[config.mk]
export PLATFORM = sky130hd
export DESIGN_NAME = qdsn_top
export DESIGN_NICKNAME = d
export VERILOG_FILES = /design/src/rtl/qdsn_pkg.sv /design/src/rtl/qdsn_top.sv
export SDC_FILE = /design/constraint.sdc
export NUM_CORES = 1
export LEC_CHECK = 0
export BUFFER_PORTS_ARGS = -buffer_cell sky130_fd_sc_hd__buf_2
export CAP_MARGIN = 25
export CORE_UTILIZATION = 55
export DETAILED_ROUTE_END_ITERATION = 8
export PLACE_DENSITY = 0.76
export SYNTH_ARGS = -nofsm -noshare
export SYNTH_HDL_FRONTEND = slang
export SYNTH_SLANG_ARGS = --single-unit
[constraint.sdc]
create_clock -name aclk -period 10.48 [get_ports aclk]
set_input_delay 0.524 -clock aclk [delete_from_list [all_inputs] [get_ports aclk]]
set_output_delay 0.524 -clock aclk [all_outputs]
set_load 0.03 [all_outputs]
[src/rtl/qdsn_pkg.sv]
/*
 Package for the quadrature decoder snapshot and event block.
 Holds register offsets, widths and reset values shared by the design.
 Assumes a 32-bit AXI4-Lite register bus with byte addresses.
*/
package qdsn_pkg;
   // ------------------------------------------------------------
   // Register map
   // ------------------------------------------------------------
   localparam logic [11:0] OFF_TASK_BOTH = 12'h008;
   localparam logic [11:0] OFF_TASK_MOTION = 12'h00c;
   localparam logic [11:0] OFF_TASK_DOUBLE = 12'h010;
   localparam logic [11:0] OFF_EVT_SAMPLE = 12'h100;
   localparam logic [11:0] OFF_EVT_REPORT = 12'h104;
   localparam logic [11:0] OFF_REPORT_INTERVAL = 12'h510;
   localparam logic [11:0] OFF_MOTION_TOTAL = 12'h514;
   localparam logic [11:0] OFF_MOTION_SNAP = 12'h518;
   localparam logic [11:0] OFF_DOUBLE_TOTAL = 12'h544;
   localparam logic [11:0] OFF_DOUBLE_SNAP = 12'h548;
   localparam int ADDR_W = 12;
   localparam logic [31:0] REG_RESET = 32'h0000_0000;
   localparam logic [15:0] INTERVAL_RESET = 16'h000a;
   localparam logic [15:0] COUNT_ONE = 16'h0001;
   localparam logic [1:0] RESP_OKAY = 2'b00;
   localparam logic [1:0] RESP_SLVERR = 2'b10;

   // Sample stream from the decoder front end
   typedef struct packed {
      logic valid;       // One-cycle pulse per new sample
      logic [31:0] motion;   // Signed displacement of this sample
      logic [3:0] doubles;   // Double transitions seen in this sample
   } qdsn_sample_t;
endpackage

[src/rtl/qdsn_top.sv]
/*
 Snapshot-and-clear tasks plus new-sample and report-nonzero events of a
 quadrature decoder, reached over AXI4-Lite.
 Assumes the front end delivers one-cycle sample pulses on aclk.
*/
// Functional notes
// - Snapshot-both copies motion and double totals, then clears both, atomically.
// - Snapshot-motion copies motion total then clears it, no transition lost between.
// - Snapshot-double copies double total then clears it, atomically.
// - New-sample event is raised on every new motion sample.
// - Report event set after interval samples with nonzero motion total, or by a software write of 1.
// - Report interval holds sample count before report and double events eligible.
`timescale 1ns/1ps
`default_nettype none
module qdsn_top
   import qdsn_pkg::*;
(
   input wire logic aclk,
   input wire logic aresetn,
   input wire qdsn_sample_t sample_in,
   output logic double_seen_event,
   input wire logic [ADDR_W-1:0] s_axi_awaddr,
   input wire logic s_axi_awvalid,
   output logic s_axi_awready,
   input wire logic [31:0] s_axi_wdata,
   input wire logic [3:0] s_axi_wstrb,
   input wire logic s_axi_wvalid,
   output logic s_axi_wready,
   output logic [1:0] s_axi_bresp,
   output logic s_axi_bvalid,
   input wire logic s_axi_bready,
   input wire logic [ADDR_W-1:0] s_axi_araddr,
   input wire logic s_axi_arvalid,
   output logic s_axi_arready,
   output logic [31:0] s_axi_rdata,
   output logic [1:0] s_axi_rresp,
   output logic s_axi_rvalid,
   input wire logic s_axi_rready
);
   typedef struct packed {
      logic aw_got;
      logic [ADDR_W-1:0] aw_addr;
      logic w_got;
      logic [31:0] w_data;
      logic bvalid;
      logic [1:0] bresp;
      logic rvalid;
      logic [1:0] rresp;
      logic [31:0] rdata;
      logic [31:0] motion_total;
      logic [31:0] double_total;
      logic [31:0] motion_snap;
      logic [31:0] double_snap;
      logic [15:0] interval;
      logic [15:0] count;
      logic new_sample_event;
      logic report_nonzero_event;
      logic double_seen_event;
   } qdsn_state_t;

   qdsn_state_t st_ff;
   qdsn_state_t nxt_st;
   logic wr_fire;
   logic rd_fire;
   logic task_both;
   logic task_motion;
   logic task_double;
   logic interval_done;
   logic [31:0] motion_sum;
   logic [31:0] double_sum;
   logic report_sw_set;

   // ------------------------------------------------------------
   // Address decode
   // ------------------------------------------------------------
   function automatic logic hit(input logic [ADDR_W-1:0] a, input logic [ADDR_W-1:0] off);
      hit = (a == off);
   endfunction

   // Handshake outputs combinational, one write and one read at a time, side by side
   assign s_axi_awready = !st_ff.aw_got && !st_ff.bvalid;
   assign s_axi_wready = !st_ff.w_got && !st_ff.bvalid;
   assign s_axi_arready = !st_ff.rvalid;
   assign s_axi_bvalid = st_ff.bvalid;
   assign s_axi_bresp = st_ff.bresp;
   assign s_axi_rvalid = st_ff.rvalid;
   assign s_axi_rresp = st_ff.rresp;
   assign s_axi_rdata = st_ff.rdata;
   assign double_seen_event = st_ff.double_seen_event;

   assign wr_fire = st_ff.aw_got && st_ff.w_got && !st_ff.bvalid;
   assign rd_fire = s_axi_arvalid && s_axi_arready;
   // Tasks trigger only on a write with bit 0 set
   assign task_both = wr_fire && st_ff.w_data[0] && hit(st_ff.aw_addr, OFF_TASK_BOTH);
   assign task_motion = wr_fire && st_ff.w_data[0] && hit(st_ff.aw_addr, OFF_TASK_MOTION);
   assign task_double = wr_fire && st_ff.w_data[0] && hit(st_ff.aw_addr, OFF_TASK_DOUBLE);
   // Software may set the report event by writing 1, so its check must allow it
   assign report_sw_set = wr_fire && st_ff.w_data[0] && hit(st_ff.aw_addr, OFF_EVT_REPORT);

   // Totals including this cycle's sample, so a copy never misses one
   assign motion_sum = st_ff.motion_total + (sample_in.valid ? sample_in.motion : REG_RESET);
   assign double_sum = st_ff.double_total + (sample_in.valid ? {28'h000_0000, sample_in.doubles} : REG_RESET);
   assign interval_done = sample_in.valid && (st_ff.count + COUNT_ONE >= st_ff.interval);

   // ------------------------------------------------------------
   // Next state
   // ------------------------------------------------------------
   always_comb begin
      nxt_st = st_ff;
      if (s_axi_awvalid && s_axi_awready) begin
         nxt_st.aw_got = 1'b1;
         nxt_st.aw_addr = s_axi_awaddr;
      end
      if (s_axi_wvalid && s_axi_wready) begin
         nxt_st.w_got = 1'b1;
         nxt_st.w_data = s_axi_wdata;
      end
      if (s_axi_bvalid && s_axi_bready) begin
         nxt_st.bvalid = 1'b0;
      end
      if (s_axi_rvalid && s_axi_rready) begin
         nxt_st.rvalid = 1'b0;
      end
      // Accumulate; sample in the task cycle goes into the snapshot
      nxt_st.motion_total = motion_sum;
      nxt_st.double_total = double_sum;
      if (task_both || task_motion) begin
         nxt_st.motion_snap = motion_sum;
         nxt_st.motion_total = REG_RESET;
      end
      if (task_both || task_double) begin
         nxt_st.double_snap = double_sum;
         nxt_st.double_total = REG_RESET;
      end
      // Interval counting
      if (sample_in.valid) begin
         nxt_st.count = interval_done ? 16'h0000 : st_ff.count + COUNT_ONE;
      end
      // Register writes; a software clear loses to a same-cycle set below
      if (wr_fire) begin
         nxt_st.aw_got = 1'b0;
         nxt_st.w_got = 1'b0;
         nxt_st.bvalid = 1'b1;
         nxt_st.bresp = RESP_OKAY;
         if (hit(st_ff.aw_addr, OFF_EVT_SAMPLE)) begin
            nxt_st.new_sample_event = st_ff.w_data[0];
         end else if (hit(st_ff.aw_addr, OFF_EVT_REPORT)) begin
            nxt_st.report_nonzero_event = st_ff.w_data[0];
         end else if (hit(st_ff.aw_addr, OFF_REPORT_INTERVAL)) begin
            nxt_st.interval = st_ff.w_data[15:0];
            nxt_st.count = 16'h0000;
         end else if (!(task_both || task_motion || task_double
               || hit(st_ff.aw_addr, OFF_TASK_BOTH) || hit(st_ff.aw_addr, OFF_TASK_MOTION)
               || hit(st_ff.aw_addr, OFF_TASK_DOUBLE))) begin
            nxt_st.bresp = RESP_SLVERR;
         end
      end
      // Event sets win over clears
      if (sample_in.valid) begin
         nxt_st.new_sample_event = 1'b1;
      end
      if (interval_done && motion_sum != REG_RESET) begin
         nxt_st.report_nonzero_event = 1'b1;
      end
      nxt_st.double_seen_event = interval_done && double_sum != REG_RESET;
      // Read path
      if (rd_fire) begin
         nxt_st.rvalid = 1'b1;
         nxt_st.rresp = RESP_OKAY;
         nxt_st.rdata = REG_RESET;
         if (hit(s_axi_araddr, OFF_EVT_SAMPLE)) begin
            nxt_st.rdata = {31'h0000_0000, st_ff.new_sample_event};
         end else if (hit(s_axi_araddr, OFF_EVT_REPORT)) begin
            nxt_st.rdata = {31'h0000_0000, st_ff.report_nonzero_event};
         end else if (hit(s_axi_araddr, OFF_REPORT_INTERVAL)) begin
            nxt_st.rdata = {16'h0000, st_ff.interval};
         end else if (hit(s_axi_araddr, OFF_MOTION_TOTAL)) begin
            nxt_st.rdata = st_ff.motion_total;
         end else if (hit(s_axi_araddr, OFF_MOTION_SNAP)) begin
            nxt_st.rdata = st_ff.motion_snap;
         end else if (hit(s_axi_araddr, OFF_DOUBLE_TOTAL)) begin
            nxt_st.rdata = st_ff.double_total;
         end else if (hit(s_axi_araddr, OFF_DOUBLE_SNAP)) begin
            nxt_st.rdata = st_ff.double_snap;
         end else if (!(hit(s_axi_araddr, OFF_TASK_BOTH) || hit(s_axi_araddr, OFF_TASK_MOTION)
               || hit(s_axi_araddr, OFF_TASK_DOUBLE))) begin
            nxt_st.rresp = RESP_SLVERR;
         end
      end
   end

   // ------------------------------------------------------------
   // State register
   // ------------------------------------------------------------
   always_ff @(posedge aclk) begin
      if (!aresetn) begin
         st_ff <= '0;
         st_ff.interval <= INTERVAL_RESET;
      end else begin
         st_ff <= nxt_st;
      end
   end

   // ------------------------------------------------------------
   // Checks
   // ------------------------------------------------------------
   AST_BOTH_CLEAR: assert property (@(posedge aclk) disable iff (!aresetn)
      task_both |=> st_ff.motion_total == 32'h0000_0000 && st_ff.double_total == 32'h0000_0000
      && st_ff.motion_snap == $past(motion_sum) && st_ff.double_snap == $past(double_sum))
      else $error("both snapshot wrong");
   AST_MOTION_ONLY: assert property (@(posedge aclk) disable iff (!aresetn)
      task_motion && !task_both |=> st_ff.motion_total == 32'h0000_0000
      && st_ff.motion_snap == $past(motion_sum))
      else $error("motion snapshot wrong");
   AST_DOUBLE_ONLY: assert property (@(posedge aclk) disable iff (!aresetn)
      task_double && !task_both |=> st_ff.double_total == 32'h0000_0000
      && st_ff.double_snap == $past(double_sum) && $stable(st_ff.motion_snap))
      else $error("double snapshot wrong");
   AST_SAMPLE_EVT: assert property (@(posedge aclk) disable iff (!aresetn)
      sample_in.valid |=> st_ff.new_sample_event)
      else $error("sample event missed");
   AST_REPORT_EVT: assert property (@(posedge aclk) disable iff (!aresetn)
      $rose(st_ff.report_nonzero_event)
      |-> ($past(interval_done) && $past(motion_sum) != 32'h0000_0000) || $past(report_sw_set))
      else $error("report event without cause");
   AST_DOUBLE_EVT: assert property (@(posedge aclk) disable iff (!aresetn)
      st_ff.double_seen_event |-> $past(interval_done) && $past(double_sum) != 32'h0000_0000)
      else $error("double event without cause");
   AST_EVT_CLEAR: assert property (@(posedge aclk) disable iff (!aresetn)
      wr_fire && hit(st_ff.aw_addr, OFF_EVT_SAMPLE) && !st_ff.w_data[0] && !sample_in.valid
      |=> !st_ff.new_sample_event)
      else $error("event clear failed");
   AST_WRITE_RESP: assert property (@(posedge aclk) disable iff (!aresetn)
      wr_fire |=> s_axi_bvalid ##0 !s_axi_awready)
      else $error("write response missing");
endmodule
`default_nettype wire

After elaboration in Yosys (flattened, before gate mapping)
Cells that the tools add are included.
{ "word_totals": {"reg_bits": 231, "output_inout_bits": 42, "elab_cells": 120} }
{ "classes": {"add_sub_neg": 3, "order_cmp": 1, "eq_ne": 17, "mux": 36, "bitwise": 3, "n_reduce_logical": 42} }
{ "op_table": {"columns": ["cell", "n"], "rows": [
  ["$mux 32", 8],
  ["$mux 16", 5],
  ["$eq 12x11->1 const B", 6],
  ["$reduce_bool 32->1", 2],
  ["$eq 12x4->1 const B", 4],
  ["$eq 12x9->1 const B", 4],
  ["$mux 35", 1],
  ["$add 32x32->32", 1],
  ["$add 32x4->32", 1],
  ["$eq 12x5->1 const B", 2],
  ["$mux 2", 12],
  ["$mux 18", 1],
  ["$add 16x1->16 const B", 1],
  ["$ge 16x16->1", 1],
  ["$logic_and 1x1->1", 16],
  ["$reduce_bool 2->1", 6],
  ["$logic_or 1x1->1", 8],
  ["$mux 1", 7],
  ["$reduce_or 2->1", 3],
  ["$logic_not 1->1", 4],
  ["$mux 4", 1],
  ["$reduce_and 4->1", 1],
  ["$mux 3", 1],
  ["$not 1->1", 3],
  ["3 further kinds", 3]
]} }

Longest topological paths before layout
Gate-level depths: netlist of run 1.
{ "depth": {"ltp_word": 14, "mapped_depth": 17, "ltp_nobuf": 14} }

Least setup slack after synthesis of run 1
OpenSTA, ideal clock, no wires.
{ "synth_path": {"kind": "input-to-reg", "from": "input port sample_in[36] (netlist bit)", "to": "register st_ff[1] (netlist bit)", "setup_time_ns": 0.128, "arrival_time_ns": 3.451, "required_ns": 10.352, "slack_ns": 6.900, "stages": 14, "n_path_buf": 4, "cell_sequence": "clkbuf_1 -> clkbuf_1 -> clkbuf_1 -> and2_1 -> ha_1 -> buf_6 -> a2111o_1 -> o21a_4 -> o311ai_4 -> o211ai_1 -> nor4_1 -> nand4_1 -> nor4b_2 -> a21oi_1"} }
{ "synth_between": {"elab_chain_len": 6, "elab_cells_between_ends": 10, "classes_between": "add/sub (1); eq/ne (1); mux (2); reduce/logical (6)"} }
{ "synth_lines": {"columns": ["element", "line", "source"], "rows": [
  ["start: declaration", "qdsn_top.sv:20", "input wire qdsn_sample_t sample_in,"],
  ["$mux 32", "qdsn_top.sv:101", "assign motion_sum = st_ff.motion_total + (sample_in.valid ? sample_in.motion : REG_RESET);"],
  ["$add 32x32->32", "qdsn_top.sv:101", null],
  ["$reduce_bool 32->1", "qdsn_top.sv:162", "if (interval_done && motion_sum != REG_RESET) begin"],
  ["$logic_and 1x1->1 *", "qdsn_top.sv:162", null],
  ["$ne 2x1->1 (no source line) / $reduce_bool 2->1 (equally long branches)", null, null],
  ["$reduce_and 3->1 (no source line)", null, null],
  ["end signal: assignment", "qdsn_top.sv:200", "st_ff <= nxt_st;"],
  ["end: declaration", "qdsn_top.sv:61", "qdsn_state_t st_ff;"]
]} }
Mark *: on every way between the ends. The rest lies on a longest branch, timed or not.
A chain may end at the register's enable or synchronous reset.

Worst setup path after layout of run 1
{ "layout_path": {"from": "register st_ff[6] (netlist bit)", "to": "register st_ff[14] (netlist bit)"} }
{ "layout_between": {"elab_chain_len": 9} }
{ "layout_lines": {"columns": ["element", "line", "source"], "rows": [
  ["$add 16x1->16 *", "qdsn_top.sv:103, qdsn_top.sv:137", null],
  ["$ge 16x16->1", "qdsn_top.sv:103", "assign interval_done = sample_in.valid && (st_ff.count + COUNT_ONE >= st_ff.interval);"],
  ["$logic_and 1x1->1", "qdsn_top.sv:103", null],
  ["$mux 16 *", "qdsn_top.sv:137", "nxt_st.count = interval_done ? 16'h0000 : st_ff.count + COUNT_ONE;"],
  ["$mux 16 *", "qdsn_top.sv:136", "if (sample_in.valid) begin"],
  ["$mux 16", "qdsn_top.sv:149", "end else if (hit(st_ff.aw_addr, OFF_REPORT_INTERVAL)) begin"],
  ["$mux 16", "qdsn_top.sv:147", "end else if (hit(st_ff.aw_addr, OFF_EVT_REPORT)) begin"],
  ["$mux 16", "qdsn_top.sv:145", "if (hit(st_ff.aw_addr, OFF_EVT_SAMPLE)) begin"],
  ["$mux 18 *", "qdsn_top.sv:140", "if (wr_fire) begin"]
]} }
Mark *: on every way between the ends. The rest lies on a longest branch, timed or not. The select of a mux whose other input is x is not followed.

==> results of run 1 <==
cell families after synthesis:
family	synth area share (%)
other cells	0.0302
buf+inv	6.22
fa+ha+maj	5.56
simple gates	23.1
mux	1.17
xor+xnor	5.56
flops	36.9
compound gates	21.4
per-layer routing:
layer  up-vias  routed length [um]
li1       5514                   -
met1      5348               14500
met2       407               16300
met3        90                2050
met4         0                1700
met5         -                   0
worst max-delay path: stages (launching register included):
cell,delay (ps)
dfxtp_1,460
and3_1,290
and3_1,190
and3_1,220
nand3_1,160
nor2_1,260
xor2_1,220
ha_1,270
a21o_1,160
a21o_1,160
a21oi_1,150
o22ai_1,90
a21o_1,240
or3_1,570
a21oi_1,200
metrics by stage:
| step | instance area, um^2 | hold slack, ps | util (%) |
|---|---|---|---|
| after floorplan | 12400 | 436 | - |
| after global placement | 12800 | 443 | 58.5 |
| after detailed placement | 12900 | 447 | 58.5 |
| after CTS | 13700 | 169 | 62.4 |
| after global routing | 13700 | 184 | 62.4 |
| final | 13700 | 178 | 62.4 |
registers in the layout, indices dropped and copies added, names as in the netlist:
register,flops
s_axi_bresp,1
st_ff,192
s_axi_rvalid,1
s_axi_bvalid,1
s_axi_rresp,1
s_axi_rdata,32
double_seen_event,1
Yosys cell counts, types with 4 or more instances:
master,n,area [um^2]
buf_2,11,55.1
a22oi_1,17,128
mux2_2,4,45.0
a21oi_1,167,836
or2_2,6,37.5
o22ai_1,5,31.3
a22o_1,5,43.8
o211ai_1,10,75.1
mux2i_1,10,100
nand4_1,22,138
a211oi_1,42,315
and3_1,27,169
a222oi_1,25,250
o21ai_0,31,155
nor2b_1,8,50.1
xor2_1,45,394
and2_1,41,257
clkbuf_1,77,289
xnor2_1,32,280
nand2_1,197,739
a31oi_1,7,43.8
o21a_1,9,67.6
nand2b_1,7,43.8
a221oi_1,6,52.6
inv_1,32,120
dfxtp_1,229,4580
nor2_1,219,822
or3_1,9,56.3
a21o_1,19,143
buf_4,36,270
nor4_1,7,43.8
nor3_1,24,120
ha_1,52,651
nand3_1,31,155
worst paths after layout:
path	slack, ps	cells after the start	endpoint	startpoint
worst max-delay path	6790	14	st_ff[14]	st_ff[6]
worst min-delay path	180	2	s_axi_rvalid	s_axi_rready
worst max register to register	6790	14	st_ff[14]	st_ff[6]
worst min register to register	450	2	st_ff[204]	st_ff[204]
area by class of cell:
type | count | area [um^2]
fill | 1961 | 8250
clock buffer | 35 | 692
clock inverter | 8 | 155
inverter | 33 | 126
sequential | 229 | 4580
timing repair buffer | 134 | 706
antenna | 1 | 2.50
tap | 280 | 350
multi-input combinational | 1164 | 7090
power by group through the flow:
stage	sequential [mW]	combinational (mW)	clock, mW
floorplan	0.936	0.243	0
global placement	0.949	0.310	0
detailed placement	0.949	0.317	0
CTS	0.930	0.319	0.912
global route	0.933	0.355	0.947
finish	0.931	0.322	0.901
==> impl_metrics.py, run 1 <==
metrics = {
    "status": {
        "status": "finished with violations",
        "violations": "DRC",
    },
    "sta": {
        "rsz0062_at_grt": "no",
        "max_freq_mhz": 271,
        "fin_ws_ps": 6790,
        "final-hold-violation-count": 0,
        "tns_ps": 0,
        "final_max_slew_viol_count": 0,
        "worstMarginPinSlew_ps": 981,
        "relSlewSlack_pct": 34.4,
        "fin_skew_ps": 24.7,
        "finalSetupViolations": 0,
        "period_minus_slack_ps": 3690,
        "finalCritPeriodShare_pct": 35.2,
    },
    "global_routing": {
        "grtUsageTotal_pct": 29.4,
        "grt_pass1_vias": 10700,
        "grt_pass1_wl_mm": 55.1,
        "overflow": 0,
        "grt-busiest-layer": "met2",
        "grt_max_degree": 78,
        "gr-usage-met2_pct": 50.3,
        "global_route.usage.met3_pct": 2.73,
        "use_met1_pct": 37.4,
        "antenna_found_initial": 1,
    },
    "min_path": {
        "hold_class": "primary input to flop",
    },
    "die": {
        "io_pins": 146,
        "initial_core_util_pct": 56.5,
        "rows": 54,
        "die_width_um": 152,
        "die_y_um": 152,
        "die_area_mm2": 0.0232,
        "core-area_mm2": 0.0220,
    },
    "placed_design": {
        "pre_cts_slack_ps": 6340,
        "finalWeightedCongestion": 0.900,
        "dp_hpwl_mm": 25.2,
        "port_buffers": 123,
        "dp.cells": 1840,
    },
    "synth": {
        "synth_edf_count": 0,
        "ys.flop_type": "dfxtp_1",
        "ys_seq_area_share_pct": 36.9,
        "async_flop_share_pct": 0,
        "syn_inst": 1554,
        "synthesis.area_mm2": 0.0124,
        "yosysWarnings": 0,
        "synth.distinct_cells": 86,
        "avgSynthCellArea_um2": 7.99,
        "ys_ff_latch": 229,
    },
    "critical_path": {
        "worstPathRequired_ps": 10940,
        "end_kind": "flop",
        "worstPathArrival_ps": 4140,
        "crit_type": "flop to flop",
        "critPathMaxFanout": 16,
        "crit_path_start_kind": "flop",
    },
    "clocking": {
        "clk_pin_slew_ps": 60,
        "clk_root_buffer_cell": "clkbuf_16",
        "hold_buffers": 0,
        "cts_setup_buffers": 0,
        "cts_tree": "built",
        "cts.sinks": 229,
        "cts_buffers": 24,
        "cts.path.max_buffers": 3,
        "ctsHtreeMaxLevel": 1,
        "cts_resized": 0,
        "clock_latency_ps": 530,
    },
    "detailed_routing": {
        "route.detailed.drc": 9,
        "via_per_inst": 6.03,
        "num_vias": 11400,
        "drt-total-wl_mm": 34.5,
        "drt_iter0_drc": 1075,
        "routedWlPerCell_um": 18.3,
        "ant_nets": 0,
        "dr.pass1.iters": 9,
    },
    "power": {
        "p_sw_share_pct": 26.8,
        "finalPower_mw": 2.15,
        "pwr-share-comb_pct": 15.0,
        "p_seq_share_pct": 43.2,
        "internal-power_mw": 1.58,
        "p_clk_share_pct": 41.8,
        "p_leak_nw": 5.42,
        "p_per_area_mw_per_mm2": 157,
        "max-vdd-ir-drop_mv": 0.202,
        "p_switching_uw": 578,
    },
    "layout": {
        "finalNonFillerCells": 1884,
        "synthToLayoutAreaGrowth_pct": 10.4,
        "nets": 1744,
        "mostFrequentLayoutCells": "229 x dfxtp_1, 215 x nor2_1, 197 x nand2_1",
        "final_common_cell": "dfxtp_1",
        "drive_above_1_share_pct": 13.4,
    },
    "run": {
        "cap_viol_max_count": 0,
    },
}
Note: power is estimated with default switching activity, not from simulation.
==> run 2, diff against run 1 <==
==> constraint.sdc (replaced) <==
create_clock -name aclk -period 3.65 [get_ports aclk]
set_input_delay 0.1825 -clock aclk [delete_from_list [all_inputs] [get_ports aclk]]
set_output_delay 0.1825 -clock aclk [all_outputs]
set_load 0.03 [all_outputs]
==> run 2 against run 1 <==
The run still ends with DRC left. Design area increased by 3.3%. Fmax up 12%. Combinational power grew to 3.0 times the previous value. Critical path type unchanged. Highest routed layer unchanged.
==> impl_metrics.py, run 2 (same netlist as run 1, synthesis figures left out) <==
metrics = {
    "clocking": {
        "clock_latency_ps": 530,
        "cts.sinks": 229,
        "cts_tree": "built",
        "clk_root_buffer_cell": "clkbuf_16",
        "cts_buffers": 24,
        "ctsHtreeMaxLevel": 1,
        "cts.path.max_buffers": 3,
        "clk_pin_slew_ps": 60,
        "cts_setup_buffers": 0,
    },
    "sta": {
        "period_minus_slack_ps": 3300,
        "final_max_slew_viol_count": 0,
        "max_freq_mhz": 303,
        "worstMarginPinSlew_ps": 802,
        "finalCritPeriodShare_pct": 90.4,
        "fin_skew_ps": 14.8,
        "rsz0062_at_grt": "no",
        "relSlewSlack_pct": 46.5,
        "finalSetupViolations": 0,
        "tns_ps": 0,
        "final-hold-violation-count": 0,
    },
    "global_routing": {
        "grt_pass1_vias": 11000,
        "antenna_found_initial": 0,
        "overflow": 0,
        "grt_max_degree": 77,
        "grtUsageTotal_pct": 30.2,
        "grt_pass1_wl_mm": 56.7,
    },
    "detailed_routing": {
        "drt-total-wl_mm": 35.2,
        "route.detailed.drc": 9,
        "routedWlPerCell_um": 18.2,
        "via_per_inst": 5.97,
        "ant_nets": 0,
        "dr.pass1.iters": 9,
        "num_vias": 11600,
        "drt_iter0_drc": 1113,
    },
    "layout": {
        "n_antenna_cell": 0,
        "synthToLayoutAreaGrowth_pct": 14.0,
        "final_common_cell": "dfxtp_1",
        "nets": 1798,
        "multi_input_area_mm2": 0.00710,
        "top_register": "st_ff",
        "fillers": 1883,
        "largest_reg_flops": 192,
        "drive_above_1_share_pct": 14.5,
        "regArea_mm2": 0.00458,
        "mostFrequentLayoutCells": "229 x dfxtp_1, 214 x nor2_1, 197 x nand2_1",
    },
    "status": {
        "violations": "DRC",
        "status": "finished with violations",
    },
    "critical_path": {
        "crit_type": "flop to flop",
        "r2r_slack_ps": 350,
        "crit_path_start_kind": "flop",
        "reg2reg_to": "st_ff[14]",
        "rr_startpoint": "st_ff[8]",
        "end_kind": "flop",
        "worstPathArrival_ps": 3760,
        "critPathMaxFanout": 16,
        "worstPathRequired_ps": 4110,
        "r2r_cells": 14,
    },
    "power": {
        "p_leak_nw": 5.65,
        "p_per_area_mw_per_mm2": 437,
        "max-vdd-ir-drop_mv": 0.366,
        "finalPower_mw": 6.19,
    },
    "min_path": {
        "hp-start": "aresetn",
        "hold_depth": 2,
        "hold_class": "primary input to flop",
        "holdPathEnd": "st_ff[20]",
    },
    "run": {
        "cap_viol_max_count": 0,
    },
    "placed_design": {
        "port_buffers": 123,
        "finalWeightedCongestion": 0.907,
        "dp_hpwl_mm": 25.5,
    },
    "die": {
        "io_pins": 146,
        "initial_core_util_pct": 56.5,
        "core-area_mm2": 0.0220,
        "rows": 54,
        "die_y_um": 152,
        "die_width_um": 152,
        "die_area_mm2": 0.0232,
    },
}
-- run 2: worst max-delay path, stage by stage (launching register included) --
cell     delay [ps]
dfxtp_1         370
and3_1          260
and3_1          180
and3_1          220
nand3_1         170
nor2_2          210
xor2_1          220
ha_1            280
a21o_1          160
a21o_1          160
a21oi_1         130
o22ai_1          90
a21o_1          200
or3_4           440
a21oi_1         140
-- run 2: per-layer routing --
| metal | wire length, um | global-route usage (%) | vias to the layer above |
|---|---|---|---|
| li1 | - | - | 5628 |
| met1 | 14800 | 38.5 | 5428 |
| met2 | 16900 | 52.5 | 442 |
| met3 | 2160 | 3.10 | 74 |
| met4 | 1330 | 11.6 | 0 |
| met5 | 0 | 0 | - |
-- run 2: worst max path at each step --
stage | start | end | slack (ps) | depth (start not counted)
after detailed placement | st_ff[8] | st_ff[14] | 100 | 14
after CTS | st_ff[8] | st_ff[14] | 80 | 14
after floorplan | st_ff[6] | st_ff[10] | 300 | 17
final | st_ff[8] | st_ff[14] | 350 | 14
after global routing | st_ff[8] | st_ff[14] | 3 | 14
after global placement | st_ff[8] | st_ff[14] | 250 | 14
-- run 2: final cells by class --
| type | count | share of cell area [%] |
|---|---|---|
| multi-input cells | 1164 | 50.1 |
| flip-flops and latches | 229 | 32.4 |
| repair buffers | 188 | 8.34 |
| clock buffers | 35 | 4.89 |
| well taps | 280 | 2.47 |
| clock inverters | 8 | 0.919 |
| inverters | 33 | 0.892 |
-- run 2: through the flow --
step | area (um^2) | util [%] | hold WS [ps] | instances | setup slack (ps)
after detailed placement | 13000 | 59.3 | 371 | 1863 | 101
after global placement | 13000 | 59.3 | 367 | 1863 | 251
final | 14200 | 64.5 | 68.8 | 1937 | 351
after CTS | 14200 | 64.5 | 41.4 | 1937 | 82.3
after global routing | 14200 | 64.5 | 66.3 | 1937 | 2.88
after floorplan | 12400 | - | 282 | 1555 | 305
-- run 2: timing repair --
item	4_1_cts	5_1_grt
setup endpoints to repair	0	16
endpoints found under the hold margin	30	0
gates resized for setup	0	2
hold buffers	31	0
-- run 2: where the power goes --
part           total (mW)  leakage, nW  internal (mW)  switching (mW)
combinational       0.968         3.39          0.375           0.592
sequential           2.67         1.86           2.59          0.0846
clock                2.55        0.404           1.53            1.02
==> run 3, diff against run 2 <==
--- a/config.mk
+++ b/config.mk
@@ -5,11 +5,11 @@
 export SDC_FILE = /design/constraint.sdc
 export NUM_CORES = 1
 export LEC_CHECK = 0
-export BUFFER_PORTS_ARGS = -buffer_cell sky130_fd_sc_hd__buf_2
 export CAP_MARGIN = 25
 export CORE_UTILIZATION = 55
 export DETAILED_ROUTE_END_ITERATION = 8
-export PLACE_DENSITY = 0.76
+export DONT_BUFFER_PORTS = 1
+export PLACE_DENSITY = 0.7
 export SYNTH_ARGS = -nofsm -noshare
 export SYNTH_HDL_FRONTEND = slang
 export SYNTH_SLANG_ARGS = --single-unit
==> run 3 against run 2 <==
The flow still finishes with violations (DRC). Die area is the same. Global-route usage decreased by 0.54 points. Clock-buffer cell count is the same. Non-clock buffer count fell by 129. Hold slack got worse by 1.9 ps. Wire length decreased by 2.4%. Final cell count is 6.6% lower.
==> impl_metrics.py, run 3 (same netlist as run 1, synthesis figures left out) <==
metrics = {
    "status": {
        "status": "finished with violations",
        "violations": "DRC",
    },
    "critical_path": {
        "worstPathRequired_ps": 4040,
        "crit_path_start_kind": "flop",
        "cp_slowest_cell": "a311oi_2",
        "critPathMaxFanout": 7,
        "worstPathArrival_ps": 3710,
        "end_kind": "flop",
        "slowest_delay_ps": 500,
        "cp_num_buf_inv": 0,
        "crit_family": "compound AO/OA/AOI/OAI gates",
        "path_cells": "ha_1, a21oi_1, o21ai_0, or2_0, o21ai_2, o21ai_1, a311oi_2, o2111ai_2, nor4b_2, a21oi_1",
        "critPathMostFrequentCell": "a21oi_1",
        "crit_type": "flop to flop",
    },
    "sta": {
        "rsz0062_at_grt": "no",
        "tns_ps": 0,
        "finalSetupViolations": 0,
        "relSlewSlack_pct": 43.7,
        "worstMarginPinSlew_ps": 845,
        "fin_ws_ps": 328,
        "period_minus_slack_ps": 3320,
        "finalCritPeriodShare_pct": 91.0,
        "final-hold-violation-count": 0,
        "max_freq_mhz": 301,
        "fin_skew_ps": 10.8,
        "final_max_slew_viol_count": 0,
    },
    "layout": {
        "top_register": "st_ff",
        "finalNonFillerCells": 1809,
        "largest_reg_flops": 192,
        "fillers": 1978,
        "synthToLayoutAreaGrowth_pct": 8.93,
        "nets": 1669,
        "multi_input_area_mm2": 0.00709,
        "fin_util_pct": 61.6,
        "mostFrequentLayoutCells": "229 x dfxtp_1, 215 x nor2_1, 197 x nand2_1",
        "final_common_cell": "dfxtp_1",
        "regArea_mm2": 0.00458,
        "drive_above_1_share_pct": 7.13,
    },
    "die": {
        "core-area_mm2": 0.0220,
        "die_area_mm2": 0.0232,
        "rows": 54,
        "die_width_um": 152,
        "die_y_um": 152,
        "initial_core_util_pct": 56.5,
        "io_pins": 146,
    },
    "detailed_routing": {
        "route.detailed.drc": 9,
        "via_per_inst": 6.08,
        "num_vias": 11000,
        "dr.pass1.iters": 8,
        "drt_iter0_drc": 869,
        "routedWlPerCell_um": 19.0,
        "ant_nets": 0,
        "drt-total-wl_mm": 34.4,
    },
    "power": {
        "p_leak_nw": 5.09,
        "pwr-share-comb_pct": 14.5,
        "p_sw_share_pct": 26.6,
        "finalPower_mw": 6.11,
        "p_clk_share_pct": 41.5,
        "p_seq_share_pct": 44.0,
        "p_per_area_mw_per_mm2": 452,
        "max-vdd-ir-drop_mv": 0.410,
        "p_switching_mw": 1.62,
        "internal-power_mw": 4.49,
    },
    "global_routing": {
        "grt_max_degree": 73,
        "overflow": 0,
        "grt_pass1_wl_mm": 55.6,
        "grtUsageTotal_pct": 29.7,
        "grt_pass1_vias": 10800,
        "antenna_found_initial": 1,
    },
    "clocking": {
        "clock_latency_ps": 510,
        "cts_buffers": 24,
        "cts.sinks": 229,
        "clk_pin_slew_ps": 60,
        "cts.path.max_buffers": 3,
        "cts_tree": "built",
        "clk_root_buffer_cell": "clkbuf_16",
        "ctsHtreeMaxLevel": 1,
    },
    "min_path": {
        "hold_class": "primary input to flop",
    },
    "run": {
        "cap_viol_max_count": 0,
    },
    "placed_design": {
        "port_buffers": 0,
        "dp_hpwl_mm": 24.9,
        "dp.cells": 1732,
        "pre_cts_slack_ps": 178,
        "finalWeightedCongestion": 0.872,
    },
}
[run 3: cell types whose count changed in the layout (fill, tap and decap cells not counted)]
cell           delta
buf_4             -9
clkinv_2          +1
nor2_1            +1
clkinvlp_4        +1
clkinv_8          -1
inv_6             -1
diode_2           +1
nor2_2            -1
dlygate4sd3_1     +2
buf_12            +1
clkbuf_16         +1
buf_2           -123
clkbuf_1          -1
[run 3: repair_timing]
item / 4_1_cts / 5_1_grt
endpoints found under the hold margin: 59 / 0
hold buffers: 33 / 0
endpoints found under the setup margin: 0 / 16
resized for setup: 0 / 1
buffers inserted: 0 / 0
[run 3: power by group through the flow]
stage               clock network (mW)  registers (mW)  logic [mW]
floorplan                            0            2.69       0.697
global placement                     0            2.74       0.829
detailed placement                   0            2.74       0.844
CTS                               2.56            2.68       0.882
global route                      2.68            2.69       0.980
finish                            2.54            2.68       0.886
[run 3: cell type report]
class / count / share of cell area (%)
diodes: 1 / 0.0185
clock buffers: 35 / 5.27
clock inverters: 8 / 0.870
inverters: 33 / 0.934
multi-input cells: 1164 / 52.4
flip-flops and latches: 229 / 33.9
well taps: 280 / 2.59
repair buffers: 59 / 3.98
[run 3: worst min-delay path, stage by stage]
cell     delay (ps)
mux2_2          140
a22oi_1          70
a31oi_1         150
[run 3: worst paths after layout]
kind                         from        endpoint  slack (ps)  cells past startpoint
setup / recovery       st_ff[139]        st_ff[1]         330                     10
setup reg to reg       st_ff[139]        st_ff[1]         330                     10
hold reg to reg        st_ff[203]      st_ff[203]         460                      2
hold / removal    s_axi_araddr[2]  s_axi_rdata[0]          70                      3
[run 3: routing by layer]
metal  wire (um)  track usage [%]
met5           0                0
met4        1460             12.9
met3        1850             3.56
met2       16900             52.4
met1       14100             36.3
[run 3: through the flow]
stage | area (um^2) | hold WS [ps]
floorplan | 12400 | 282
global placement | 12400 | 277
detailed placement | 12400 | 280
CTS | 13500 | 53.6
global route | 13500 | 85.2
finish | 13500 | 66.9
